### config.mk
export PLATFORM = sky130hd
export DESIGN_NAME = adcx_ctrl_regs
export DESIGN_NICKNAME = d
export VERILOG_FILES = /design/src/rtl/adcx_pkg.sv /design/src/rtl/adcx_cfg_if.sv /design/src/rtl/adcx_pin_sync.sv /design/src/rtl/adcx_cfg_decode.sv /design/src/rtl/adcx_ctrl_regs.sv
export VERILOG_INCLUDE_DIRS = /design/src /design/src/rtl
export SDC_FILE = /design/constraint.sdc
export NUM_CORES = 1
export LEC_CHECK = 0
export BUFFER_PORTS_ARGS = -buffer_cell sky130_fd_sc_hd__buf_2
export CORE_MARGIN = 10
export CORE_UTILIZATION = 55
export DETAILED_ROUTE_END_ITERATION = 7
export GPL_TIMING_DRIVEN = 0
export PLACE_DENSITY_LB_ADDON = 0.2
export SYNTH_ARGS = -nofsm -noshare
export SYNTH_HDL_FRONTEND = slang
export SYNTH_HIERARCHICAL = 1
export SYNTH_SLANG_ARGS = --single-unit
### constraint.sdc
create_clock -name clk_i -period 5.4 [get_ports clk_i]
set_clock_uncertainty 0.05 [all_clocks]
set_input_delay 0 -clock clk_i [delete_from_list [all_inputs] [get_ports clk_i]]
set_output_delay 0 -clock clk_i [all_outputs]
set_load 0.005 [all_outputs]
### src/rtl/adcx_cfg.svh
// Constants of the extended control register bank: map, fields, reset values, framing.
// Contract
// - Registers act only in extended control mode.
// - Four-bit address decodes sixteen locations 0h-Fh.
// - Calibration bit starts calibration, never self-clears.
// - Calibration bit ORed with pin; both low first.
// - Phase bit picks 0 or 90 degree DDR.
// - Without demultiplexing, phase bit ignored, 0 degree.
// - Swing bit picks low/high level, resets high.
// - Test pattern bit replaces converted data.
// - First channel powers down by bit or pin.
// - Second channel powers down by bit or pin.
// - Dual-edge bit selects dual-edge sampling.
// - In dual-edge, choice bit selects converted input.
// - Inputs joined only when bits 7:5 are 101b.
// - Time stamp bit enables time stamp feature.
// - Output clock runs unless powered down or reset; the code stops it on clock reset only while demultiplexing.
`ifndef ADCX_CFG_SVH
`define ADCX_CFG_SVH

`define ADCX_ADDR_W 4
`define ADCX_DATA_W 16
`define ADCX_NUM_REGS 16
`define ADCX_FRAME_BITS 5'h18
`define ADCX_HEAD_BITS 5'h08
`define ADCX_CNT_W 5
`define ADCX_SHIFT_W 24
`define ADCX_RD_BIT 23
`define ADCX_ADDR_FIELD 19:16
`define ADCX_HEAD_RD_BIT 7
`define ADCX_HEAD_ADDR 3:0
`define ADCX_DATA_FIELD 15:0
`define ADCX_DATA_MSB 15

`define ADCX_ADDR_CFG 4'h0
`define ADCX_ADDR_RSVD1 4'h1
`define ADCX_ADDR_OFS1 4'h2
`define ADCX_ADDR_FSR1 4'h3
`define ADCX_ADDR_CALADJ 4'h4
`define ADCX_ADDR_OFS2 4'hA
`define ADCX_ADDR_FSR2 4'hB

`define ADCX_RST_CFG 16'h2000
`define ADCX_RST_RSVD1 16'h2A0E
`define ADCX_RST_OFS 16'h0000
`define ADCX_RST_FSR 16'h4000
`define ADCX_RST_CALADJ 16'hDF4B
`define ADCX_RST_OTHER 16'h0000

`define ADCX_BIT_CAL 15
`define ADCX_BIT_PHASE 14
`define ADCX_BIT_SWING 13
`define ADCX_BIT_TPAT 12
`define ADCX_BIT_PD1 11
`define ADCX_BIT_PD2 10
`define ADCX_BIT_LOWRATE 8
`define ADCX_BIT_DES 7
`define ADCX_BIT_INSEL 6
`define ADCX_BIT_TWOS 4
`define ADCX_BIT_TSTAMP 3
`define ADCX_JOIN_FIELD 7:5
`define ADCX_JOIN_CODE 3'h5

`define ADCX_SYNC_W 9
`define ADCX_SYNC_RST 9'h040
`define ADCX_S_XMODE 0
`define ADCX_S_CAL 1
`define ADCX_S_PD1 2
`define ADCX_S_PD2 3
`define ADCX_S_DEMUX 4
`define ADCX_S_DCLKRST 5
`define ADCX_S_CSN 6
`define ADCX_S_SCK 7
`define ADCX_S_SDI 8

`endif

### src/rtl/adcx_pkg.sv
// Types shared by the extended control register bank modules.
package adcx_pkg;
`include "adcx_cfg.svh"

  // Effective controls after mode gating and pin merging.
  typedef struct packed {
    logic phase_90;
    logic swing_high;
    logic test_pattern;
    logic ch1_pd;
    logic ch2_pd;
    logic low_rate;
    logic dual_edge;
    logic des_second;
    logic joined;
    logic twos;
    logic time_stamp;
    logic dclk1_run;
    logic dclk2_run;
    logic cal_request;
  } adcx_ctl_t;

  // Serial frame phase, Gray coded along idle, header, data, done.
  typedef enum logic [1:0] {
    ADCX_IDLE = 2'h0,
    ADCX_HEAD = 2'h1,
    ADCX_DATA = 2'h3,
    ADCX_DONE = 2'h2
  } adcx_phase_t;
endpackage

### src/rtl/adcx_cfg_if.sv
// Carrier between the register bank and its configuration decoder.
`timescale 1ns/1ps
`include "adcx_cfg.svh"
interface adcx_cfg_if;
  import adcx_pkg::*;
  logic [`ADCX_DATA_W-1:0] cfg_word; // Stored configuration word.
  logic xmode; // Extended control mode, synchronised.
  logic demux; // Demultiplexed output mode, synchronised.
  logic cal_pin; // Calibration pin, synchronised.
  logic pd1_pin; // First channel power-down pin.
  logic pd2_pin; // Second channel power-down pin.
  logic oclk_rst; // Output clock reset pin.
  adcx_ctl_t ctl; // Decoded controls.
  modport regs (output cfg_word, xmode, demux, cal_pin, pd1_pin, pd2_pin, oclk_rst, input ctl);
  modport dec (input cfg_word, xmode, demux, cal_pin, pd1_pin, pd2_pin, oclk_rst, output ctl);
endinterface

### src/rtl/adcx_pin_sync.sv
// Two-flop synchronisers for every pin that enters the bank.
`timescale 1ns/1ps
`include "adcx_cfg.svh"
module adcx_pin_sync
  import adcx_pkg::*;
#(
  parameter int W = `ADCX_SYNC_W,
  parameter logic [W-1:0] RST = `ADCX_SYNC_RST
) (
  input wire logic clk_i,
  input wire logic reset_i,
  input wire logic [W-1:0] pin_i,
  output logic [W-1:0] sync_o
);
  // One synchroniser per pin; the first stage feeds only the second.
  for (genvar i = 0; i < W; i++) begin : g_bit
    logic meta_q; // First stage, may go metastable.
    logic stab_q; // Second stage, safe to read.
    always_ff @(posedge clk_i) begin
      if (reset_i) begin
        meta_q <= RST[i];
        stab_q <= RST[i];
      end else begin
        meta_q <= pin_i[i];
        stab_q <= meta_q;
      end
    end
    assign sync_o[i] = stab_q;
  end
endmodule // adcx_pin_sync

### src/rtl/adcx_cfg_decode.sv
// Turns the stored configuration word and control pins into effective controls.
`timescale 1ns/1ps
`include "adcx_cfg.svh"
module adcx_cfg_decode
  import adcx_pkg::*;
(
  adcx_cfg_if.dec cfg
);
  // Outside extended control mode the configuration word is replaced by its reset image.
  wire logic [`ADCX_DATA_W-1:0] eff_w = cfg.xmode ? cfg.cfg_word : `ADCX_RST_CFG;
  wire logic pd1_w = eff_w[`ADCX_BIT_PD1] | cfg.pd1_pin;
  wire logic pd2_w = eff_w[`ADCX_BIT_PD2] | cfg.pd2_pin;
  wire logic des_w = eff_w[`ADCX_BIT_DES];
  // Clock reset only stops the output clocks while demultiplexing.
  wire logic oclk_stop_w = cfg.demux & cfg.oclk_rst;

  assign cfg.ctl.phase_90 = cfg.demux & eff_w[`ADCX_BIT_PHASE];
  assign cfg.ctl.swing_high = eff_w[`ADCX_BIT_SWING];
  assign cfg.ctl.test_pattern = eff_w[`ADCX_BIT_TPAT];
  assign cfg.ctl.ch1_pd = pd1_w;
  assign cfg.ctl.ch2_pd = pd2_w;
  assign cfg.ctl.low_rate = eff_w[`ADCX_BIT_LOWRATE];
  assign cfg.ctl.dual_edge = des_w;
  assign cfg.ctl.des_second = des_w & eff_w[`ADCX_BIT_INSEL];
  assign cfg.ctl.joined = (eff_w[`ADCX_JOIN_FIELD] == `ADCX_JOIN_CODE);
  assign cfg.ctl.twos = eff_w[`ADCX_BIT_TWOS];
  assign cfg.ctl.time_stamp = eff_w[`ADCX_BIT_TSTAMP];
  assign cfg.ctl.dclk1_run = ~pd1_w & ~oclk_stop_w;
  assign cfg.ctl.dclk2_run = ~pd2_w & ~oclk_stop_w;
  // The reset image has the calibration bit low, so only the pin acts in pin mode.
  assign cfg.ctl.cal_request = eff_w[`ADCX_BIT_CAL] | cfg.cal_pin;
endmodule // adcx_cfg_decode

### src/rtl/adcx_ctrl_regs.sv
// Extended control register bank with its serial port and registered control outputs.
`timescale 1ns/1ps
`include "adcx_cfg.svh"
module adcx_ctrl_regs
  import adcx_pkg::*;
(
  input wire logic clk_i,
  input wire logic reset_i,
  input wire logic extended_control_mode_i,
  input wire logic cal_pin_i,
  input wire logic first_channel_power_down_i,
  input wire logic second_channel_power_down_i,
  input wire logic demux_mode_i,
  input wire logic data_output_clock_reset_i,
  input wire logic spi_cs_n_i,
  input wire logic spi_clk_i,
  input wire logic spi_data_i,
  output logic spi_data_o,
  output logic spi_data_oe_o,
  output logic cal_request_o,
  output logic cal_start_o,
  output logic output_clock_phase_select_o,
  output logic output_swing_select_o,
  output logic test_pattern_enable_o,
  output logic first_channel_power_down_o,
  output logic second_channel_power_down_o,
  output logic low_rate_clock_option_o,
  output logic dual_edge_mode_o,
  output logic dual_edge_input_choice_o,
  output logic dual_edge_inputs_joined_o,
  output logic twos_complement_output_o,
  output logic time_stamp_enable_o,
  output logic first_data_output_clock_run_o,
  output logic second_data_output_clock_run_o
);

  // Synchronised pins, all through two flops before use.
  logic [`ADCX_SYNC_W-1:0] pins_w; // Raw pin vector.
  logic [`ADCX_SYNC_W-1:0] sync_w; // Synchronised pin vector.

  assign pins_w[`ADCX_S_XMODE] = extended_control_mode_i;
  assign pins_w[`ADCX_S_CAL] = cal_pin_i;
  assign pins_w[`ADCX_S_PD1] = first_channel_power_down_i;
  assign pins_w[`ADCX_S_PD2] = second_channel_power_down_i;
  assign pins_w[`ADCX_S_DEMUX] = demux_mode_i;
  assign pins_w[`ADCX_S_DCLKRST] = data_output_clock_reset_i;
  assign pins_w[`ADCX_S_CSN] = spi_cs_n_i;
  assign pins_w[`ADCX_S_SCK] = spi_clk_i;
  assign pins_w[`ADCX_S_SDI] = spi_data_i;

  adcx_pin_sync #(
    .W(`ADCX_SYNC_W),
    .RST(`ADCX_SYNC_RST)
  ) u_sync (
    .clk_i(clk_i),
    .reset_i(reset_i),
    .pin_i(pins_w),
    .sync_o(sync_w)
  );

  wire logic xmode_s = sync_w[`ADCX_S_XMODE]; // Extended control mode level.
  wire logic demux_s = sync_w[`ADCX_S_DEMUX]; // Demultiplexed output level.
  wire logic pd1_s = sync_w[`ADCX_S_PD1]; // First channel power-down pin.
  wire logic cs_n_s = sync_w[`ADCX_S_CSN]; // Chip select, low during a frame.
  wire logic sck_s = sync_w[`ADCX_S_SCK]; // Serial clock level.
  wire logic sdi_s = sync_w[`ADCX_S_SDI]; // Serial data in.

  // Previous levels of chip select and serial clock, for edge detection.
  logic cs_n_prev_q;
  logic sck_prev_q;

  always_ff @(posedge clk_i) begin
    if (reset_i) begin
      cs_n_prev_q <= 1'h1;
      sck_prev_q <= 1'h0;
    end else begin
      cs_n_prev_q <= cs_n_s;
      sck_prev_q <= sck_s;
    end
  end

  wire logic cs_act_w = ~cs_n_s; // A frame is open.
  wire logic cs_fall_w = ~cs_n_s & cs_n_prev_q; // Frame opens.
  wire logic cs_rise_w = cs_n_s & ~cs_n_prev_q; // Frame closes.
  wire logic sck_rise_w = sck_s & ~sck_prev_q & cs_act_w; // Sample edge.
  wire logic sck_fall_w = ~sck_s & sck_prev_q & cs_act_w; // Launch edge.

  // Frame state: bit counter, receive shifter, phase and overrun flag.
  logic [`ADCX_CNT_W-1:0] cnt_q;
  logic [`ADCX_SHIFT_W-1:0] shift_q;
  adcx_phase_t phase_q;
  logic over_q; // More clocks than a frame holds arrived.

  wire logic [`ADCX_CNT_W-1:0] cnt_inc_w = cnt_q + `ADCX_CNT_W'(1);
  wire logic take_bit_w = sck_rise_w & (phase_q != ADCX_DONE) & (phase_q != ADCX_IDLE);

  // Next phase after a sampled bit; header gives way to data after eight bits.
  adcx_phase_t phase_step_w;
  assign phase_step_w = (cnt_inc_w == `ADCX_FRAME_BITS) ? ADCX_DONE :
                        (cnt_inc_w == `ADCX_HEAD_BITS) ? ADCX_DATA : phase_q;

  // Receive shifter and framing; a new chip select always restarts the count.
  always_ff @(posedge clk_i) begin
    if (reset_i) begin
      cnt_q <= '0;
      shift_q <= '0;
      phase_q <= ADCX_IDLE;
      over_q <= 1'h0;
    end else if (cs_fall_w) begin
      cnt_q <= '0;
      phase_q <= ADCX_HEAD;
      over_q <= 1'h0;
    end else if (cs_rise_w) begin
      phase_q <= ADCX_IDLE;
    end else if (take_bit_w) begin
      shift_q <= {shift_q[`ADCX_SHIFT_W-2:0], sdi_s};
      cnt_q <= cnt_inc_w;
      phase_q <= phase_step_w;
    end else if (sck_rise_w && phase_q == ADCX_DONE) begin
      over_q <= 1'h1;
    end
  end

  // A write lands only at frame close after exactly a full frame.
  wire logic commit_w = cs_rise_w & (phase_q == ADCX_DONE) & ~over_q &
                        ~shift_q[`ADCX_RD_BIT];
  wire logic [`ADCX_ADDR_W-1:0] wr_addr_w = shift_q[`ADCX_ADDR_FIELD];
  wire logic [`ADCX_DATA_W-1:0] wr_data_w = shift_q[`ADCX_DATA_FIELD];

  // Reset image of each location; the table is a constant, not a file.
  function automatic logic [`ADCX_DATA_W-1:0] reset_value(input logic [`ADCX_ADDR_W-1:0] a);
    logic [`ADCX_DATA_W-1:0] v;
    v = `ADCX_RST_OTHER;
    case (a)
      `ADCX_ADDR_CFG: v = `ADCX_RST_CFG;
      `ADCX_ADDR_RSVD1: v = `ADCX_RST_RSVD1;
      `ADCX_ADDR_OFS1, `ADCX_ADDR_OFS2: v = `ADCX_RST_OFS;
      `ADCX_ADDR_FSR1, `ADCX_ADDR_FSR2: v = `ADCX_RST_FSR;
      `ADCX_ADDR_CALADJ: v = `ADCX_RST_CALADJ;
      default: v = `ADCX_RST_OTHER;
    endcase
    return v;
  endfunction

  // Sixteen storage words; reserved slots hold what the host writes.
  logic [`ADCX_DATA_W-1:0] regs_q [`ADCX_NUM_REGS];

  // One decoder per location of the four-bit address space.
  for (genvar r = 0; r < `ADCX_NUM_REGS; r++) begin : g_reg
    wire logic hit_w = commit_w & (wr_addr_w == `ADCX_ADDR_W'(r));
    always_ff @(posedge clk_i) begin
      if (reset_i) begin
        regs_q[r] <= reset_value(`ADCX_ADDR_W'(r));
      end else if (hit_w) begin
        regs_q[r] <= wr_data_w;
      end
    end
  end

  // Read path: the word is caught once the header is in, then shifted out.
  logic [`ADCX_DATA_W-1:0] out_q; // Outgoing read word.
  logic loaded_q; // Read word captured for this frame.
  logic rd_mode_q; // Current frame is a read.
  logic sdo_q;
  logic sdo_oe_q;

  wire logic rd_load_w = (phase_q == ADCX_DATA) & (cnt_q == `ADCX_HEAD_BITS) & ~loaded_q;
  wire logic rd_bit_w = shift_q[`ADCX_HEAD_RD_BIT];
  wire logic [`ADCX_ADDR_W-1:0] rd_addr_w = shift_q[`ADCX_HEAD_ADDR];

  // Data changes on the falling serial clock so the host samples it on the rise.
  always_ff @(posedge clk_i) begin
    if (reset_i || cs_fall_w) begin
      out_q <= '0;
      loaded_q <= 1'h0;
      rd_mode_q <= 1'h0;
      sdo_q <= 1'h0;
    end else if (rd_load_w) begin
      out_q <= regs_q[rd_addr_w];
      loaded_q <= 1'h1;
      rd_mode_q <= rd_bit_w;
    end else if (sck_fall_w && rd_mode_q) begin
      sdo_q <= out_q[`ADCX_DATA_MSB];
      out_q <= {out_q[`ADCX_DATA_MSB-1:0], 1'h0};
    end
  end

  // The data pin is driven inside an open read frame, and for one cycle when the frame after a read opens.
  always_ff @(posedge clk_i) begin
    if (reset_i) begin
      sdo_oe_q <= 1'h0;
    end else begin
      sdo_oe_q <= cs_act_w & rd_mode_q;
    end
  end

  assign spi_data_o = sdo_q;
  assign spi_data_oe_o = sdo_oe_q;

  // Configuration decoder over the carrier interface.
  adcx_cfg_if u_cfg_if ();

  assign u_cfg_if.cfg_word = regs_q[`ADCX_ADDR_CFG];
  assign u_cfg_if.xmode = xmode_s;
  assign u_cfg_if.demux = demux_s;
  assign u_cfg_if.cal_pin = sync_w[`ADCX_S_CAL];
  assign u_cfg_if.pd1_pin = pd1_s;
  assign u_cfg_if.pd2_pin = sync_w[`ADCX_S_PD2];
  assign u_cfg_if.oclk_rst = sync_w[`ADCX_S_DCLKRST];

  adcx_cfg_decode u_dec (
    .cfg(u_cfg_if.dec)
  );

  // Registered controls; reset shows the pin-mode image (high swing, clocks running).
  adcx_ctl_t ctl_q;
  logic cal_start_q;

  always_ff @(posedge clk_i) begin
    if (reset_i) begin
      ctl_q <= '0;
      ctl_q.swing_high <= 1'h1;
      ctl_q.dclk1_run <= 1'h1;
      ctl_q.dclk2_run <= 1'h1;
      cal_start_q <= 1'h0;
    end else begin
      ctl_q <= u_cfg_if.ctl;
      // Only a low-to-high change of the merged request launches a run.
      cal_start_q <= u_cfg_if.ctl.cal_request & ~ctl_q.cal_request;
    end
  end

  assign cal_request_o = ctl_q.cal_request;
  assign cal_start_o = cal_start_q;
  assign output_clock_phase_select_o = ctl_q.phase_90;
  assign output_swing_select_o = ctl_q.swing_high;
  assign test_pattern_enable_o = ctl_q.test_pattern;
  assign first_channel_power_down_o = ctl_q.ch1_pd;
  assign second_channel_power_down_o = ctl_q.ch2_pd;
  assign low_rate_clock_option_o = ctl_q.low_rate;
  assign dual_edge_mode_o = ctl_q.dual_edge;
  assign dual_edge_input_choice_o = ctl_q.des_second;
  assign dual_edge_inputs_joined_o = ctl_q.joined;
  assign twos_complement_output_o = ctl_q.twos;
  assign time_stamp_enable_o = ctl_q.time_stamp;
  assign first_data_output_clock_run_o = ctl_q.dclk1_run;
  assign second_data_output_clock_run_o = ctl_q.dclk2_run;

  wire logic [`ADCX_DATA_W-1:0] cfg_w = regs_q[`ADCX_ADDR_CFG];
endmodule // adcx_ctrl_regs

==> reports/metrics.sh <==
RUN_STATUS='finished clean'
SYNTH-SEQ-CELLS=347
SYNTH_AREA_LEADERS='edfxtp_1 (50%), dfxtp_1 (12%), and2_1 (9.9%)'
PERIOD_NEEDED_PS=2938
GR-MAX-USAGE-LAYER='met2'
WORSTPATHREQUIRED_PS=5480
ANTENNA-DIODE-COUNT=0
GLOBALROUTEMET2UTIL_PCT=34.65
ROWS=60
TIMING_WORST_SLEW_PIN_VALUE_PS=1134
SETUP_REPAIR_AFTER_GLOBAL_ROUTING_MISSED_ITS_MARGIN='false'
POWER_SHARE_OF_THE_SEQUENTIAL_GROUP_PCT=52.6
REG2REG_SLACK_PS=2600
MIN_FROM='reset_i'
GR-TOTAL-OVERFLOW=0
GRTUSAGEMET3_PCT=2.812
DETAIL_ROUTE.DRC_VIOLATIONS=0
ANT_NETS=0
TIMING.REG2REG.WORST_PATH_DEPTH=8
SYNTHFLOPTYPE='edfxtp_1'
AREA_GROWTH_SYN_TO_LAYOUT_PCT=13.65
PORT_BUFFERS=27
ASYNCSETRESETFLOPFRACSYNTH_PCT=0
DRT_FIRST_ITER_VIOLATIONS=858
CTS_INSERTED_BUFFERS=38
POSTROUTEWIRELENGTH_UM=36530
PLACE.GP.CONGESTION=0.8506
TRITONCTS='yes'
PERIOD_SHARE_PCT=54.41
WHS_ENDPOINT='u_sync/g_bit[0].stab_q'
SYN-MEAN-INSTANCE-AREA_UM2=13.84
DIE_WD_UM=186.6
HOLD-PATH-CELL-COUNT=3
POSTCTSSETUPREPAIRBUFS=0
IO_PINS=28
COMB_POWER_SHARE_PCT=2.6
DIE_HEIGHT_UM=186.6
TOTAL_SWITCHING_POWER_uW=1119
SYNTH.TOP_CELL.AREA_SHARE_PCT=50.39
SLEW_HEADROOM_PCT=23.70
CLKLATENCYLATEPIN_PS=520
WORST_IR_DROP_VDD_V=0.0003326
REG2REG_TO='out_q[5]'
MAX-CAP-VIOLATIONS=0
YOSYSMOSTFREQUENTCELL='edfxtp_1'
NETLIST_AREA_UM2=15260
GRT_ANTENNA_BEFORE_REPAIR=0
POST-SYNTH-TOP-AREA-CELL='edfxtp_1'
YOSYS_WARNINGS=6
WORSTSETUPSTARTPOINTTYPE='input port'
FINAL_NET_COUNT=1208
PWR_DENSITY_CELL_nW_PER_UM2=322.7
VIAS=9092
GRT_START_MAX_NET_PINS=17
INTERNAL-POWER_uW=4476
FMAXACHIEVABLE_MHz=340.3
AREA.SEQUENTIAL_UM2=9509
DRIVE_GT1_SHARE_PCT=20.00
SYNTH_ENABLE_FLOP_CELLS=256
SLEW_VIOLATIONS=0
GRTUSAGETOTAL_PCT=20.99
ROUTE.DETAILED.VIAS_PER_INST=5.711
MULTI_INPUT_AREA_UM2=5223
FILLERINSTANCES=2041
CLK_ROOT_BUFFER_CELL='clkbuf_16'
DRT_FIRST_PASS_ITERS=7
TIMING.HOLD.WORST.CLASS='input port to flip-flop'
GRT_PASS1_WL_UM=56190
WIRE_PER_INST_UM=22.95
CLOCK_POWER_SHARE_PCT=44.8
GLOBAL_ROUTE.USAGE.MET1_PCT=28.44
ARR_TIME_CRIT_PATH_PS=3020
INITIAL_CORE_UTILIZATION_PCT=56.30
SYN_INST=1102
POWER.STATIC_LEAKAGE_uW=0.006088
FINAL_HOLD_VIO_COUNT=0
NUMCLOCKSINKS=347
SYNTHESIS.NETS=1118
HTREE_NUM_LEVELS=2
DIE_OUTLINE_AREA_UM2=34800
REGISTER_AREA_SHARE_AFTER_SYNTHESIS_PCT=62.33
CLK_PIN_SLEW_WORST_PATHS_PS=60
FIRST_GLOBAL_VIAS=9241
WORSTSETUPENDPOINTTYPE='flip-flop'
CTS.REPAIR.RESIZED=0
SETUP_VIOL_COUNT_FINAL=0
P_SW_SHARE_PCT=20.00
CORE_UM2=27100
PLACE.DETAILED.HPWL_UM=25310
YS_TYPES=56
SYNTH_TOP_CELLS_BY_COUNT='edfxtp_1 (256), and2_1 (241), dfxtp_1 (91)'
CLOCKBUFFERDEPTH=3
DESIGN_POWER_TOTAL_uW=5595
SETUP_TOTAL_NEGATIVE_SLACK_PS=0
R2R_START='cnt_q[0]'
PATH_MAX_FANOUT=16
TIMING.SETUP.CRITICAL_PATH_CLASS='input port to flip-flop'
[layout make-up]
| class | count | area share (%) |
|---|---|---|
| buffer | 92 | 2.901 |
| clock buffer | 62 | 6.834 |
| clock inverter | 6 | 0.2020 |
| inverter | 10 | 0.2165 |
| multi-input combinational | 653 | 30.12 |
| sequential | 347 | 54.84 |
| tap | 372 | 2.684 |
| timing repair buffer | 50 | 2.201 |
[stage by stage]
| step | instance area, um2 | utilization [%] | worst slack, ps | cells | hold slack, ps |
|---|---|---|---|---|---|
| 3_3_place_gp | 15860 | 58.51 | 2058 | 1501 | 130.0 |
| 6_report | 17340 | 63.98 | 2462 | 1592 | 281.9 |
| 5_1_grt | 17340 | 63.98 | 2314 | 1592 | 298.2 |
| 2_1_floorplan | 15260 | - | 3006 | 1102 | 21.61 |
| 4_1_cts | 17340 | 63.98 | 2492 | 1592 | 251.3 |
| 3_5_place_dp | 15930 | 58.78 | 2484 | 1505 | 136.6 |
[logic make-up (layout without fill, tap and decap cells)]
family                     Yosys count  in the layout  share of synthesized area, %
AOI/OAI and AO/OA                  102            102                         4.281
xor gates and xnor gates             6              6                        0.3444
buffers and inverters              102            220                         3.543
adders and majority gates            5              5                        0.4100
DFF                                347            347                         62.33
muxes                               97             97                         11.53
and+or+nand+nor                    443            443                         17.57
[cell usage in the layout, fill, tap and decap left out, types with 4 or more instances in the layout]
| cell | n |
|---|---|
| and2_1 | 241 |
| nand4_1 | 5 |
| o21ai_1 | 6 |
| dfxtp_1 | 91 |
| o21ai_0 | 9 |
| nor2b_1 | 26 |
| a211oi_1 | 11 |
| a21o_1 | 11 |
| mux2i_1 | 34 |
| nand2_1 | 58 |
| nor2_1 | 32 |
| inv_1 | 10 |
| clkbuf_2 | 9 |
| buf_2 | 45 |
| o21bai_2 | 4 |
| buf_6 | 8 |
| nor2_4 | 14 |
| or2_2 | 7 |
| buf_4 | 19 |
| edfxtp_1 | 256 |
| clkbuf_1 | 51 |
| and2b_1 | 7 |
| a21oi_1 | 43 |
| ha_1 | 5 |
| a211oi_2 | 5 |
| or3_1 | 23 |
| xor2_1 | 4 |
| clkbuf_8 | 8 |
| dlygate4sd3_1 | 19 |
| nand2b_1 | 4 |
| a31o_2 | 4 |
| mux4_2 | 63 |
| clkbuf_16 | 41 |
[critical path, stage by stage]
cell	delay [ps]
dlygate4sd3_1	520
buf_2	210
clkbuf_1	420
clkbuf_1	590
clkbuf_1	520
a21o_1	740
[power by group through the flow]
stage	logic, uW	registers [uW]	clock network (uW)
final	145	2940	2510
after global placement	127	3000	0
after floorplan	80.1	2990	0
after detailed placement	135	3000	0
after CTS	145	2940	2530
after global routing	155	2950	2650
[how the worst max path moves through the flow]
| stage | start | end | cells past startpoint | slack [ps] |
|---|---|---|---|---|
| global route | reset_i | regs_q[4][5] | 6 | 2310 |
| floorplan | u_sync/g_bit[6].stab_q | regs_q[15][0] | 5 | 3010 |
| finish | reset_i | regs_q[4][4] | 6 | 2460 |
| detailed placement | reset_i | regs_q[10][1] | 5 | 2480 |
| global placement | u_sync/g_bit[6].stab_q | regs_q[7][9] | 5 | 2060 |
| CTS | reset_i | regs_q[10][3] | 6 | 2490 |
[flip-flops by register name (all words and copies together), names as in the netlist, 2 cells and up, named ones only]
name,count
u_sync/g_bit.meta_q,9
u_sync/g_bit.stab_q,9
shift_q,24
cnt_q,5
phase_q,2
out_q,16
regs_q,256
[repair_timing]
| item | in CTS | in global routing |
|---|---|---|
| setup endpoints to repair | 0 | 0 |
| endpoints found under the hold margin | 18 | 0 |
| hold buffers | 19 | 0 |
[per-layer routing]
metal  vias up  wire, um
met5         -         0
met4         0       857
met3        59      2252
met2       308     18060
met1      4586     15370
li1       4139         -
Power figures use the tool's default switching activity.
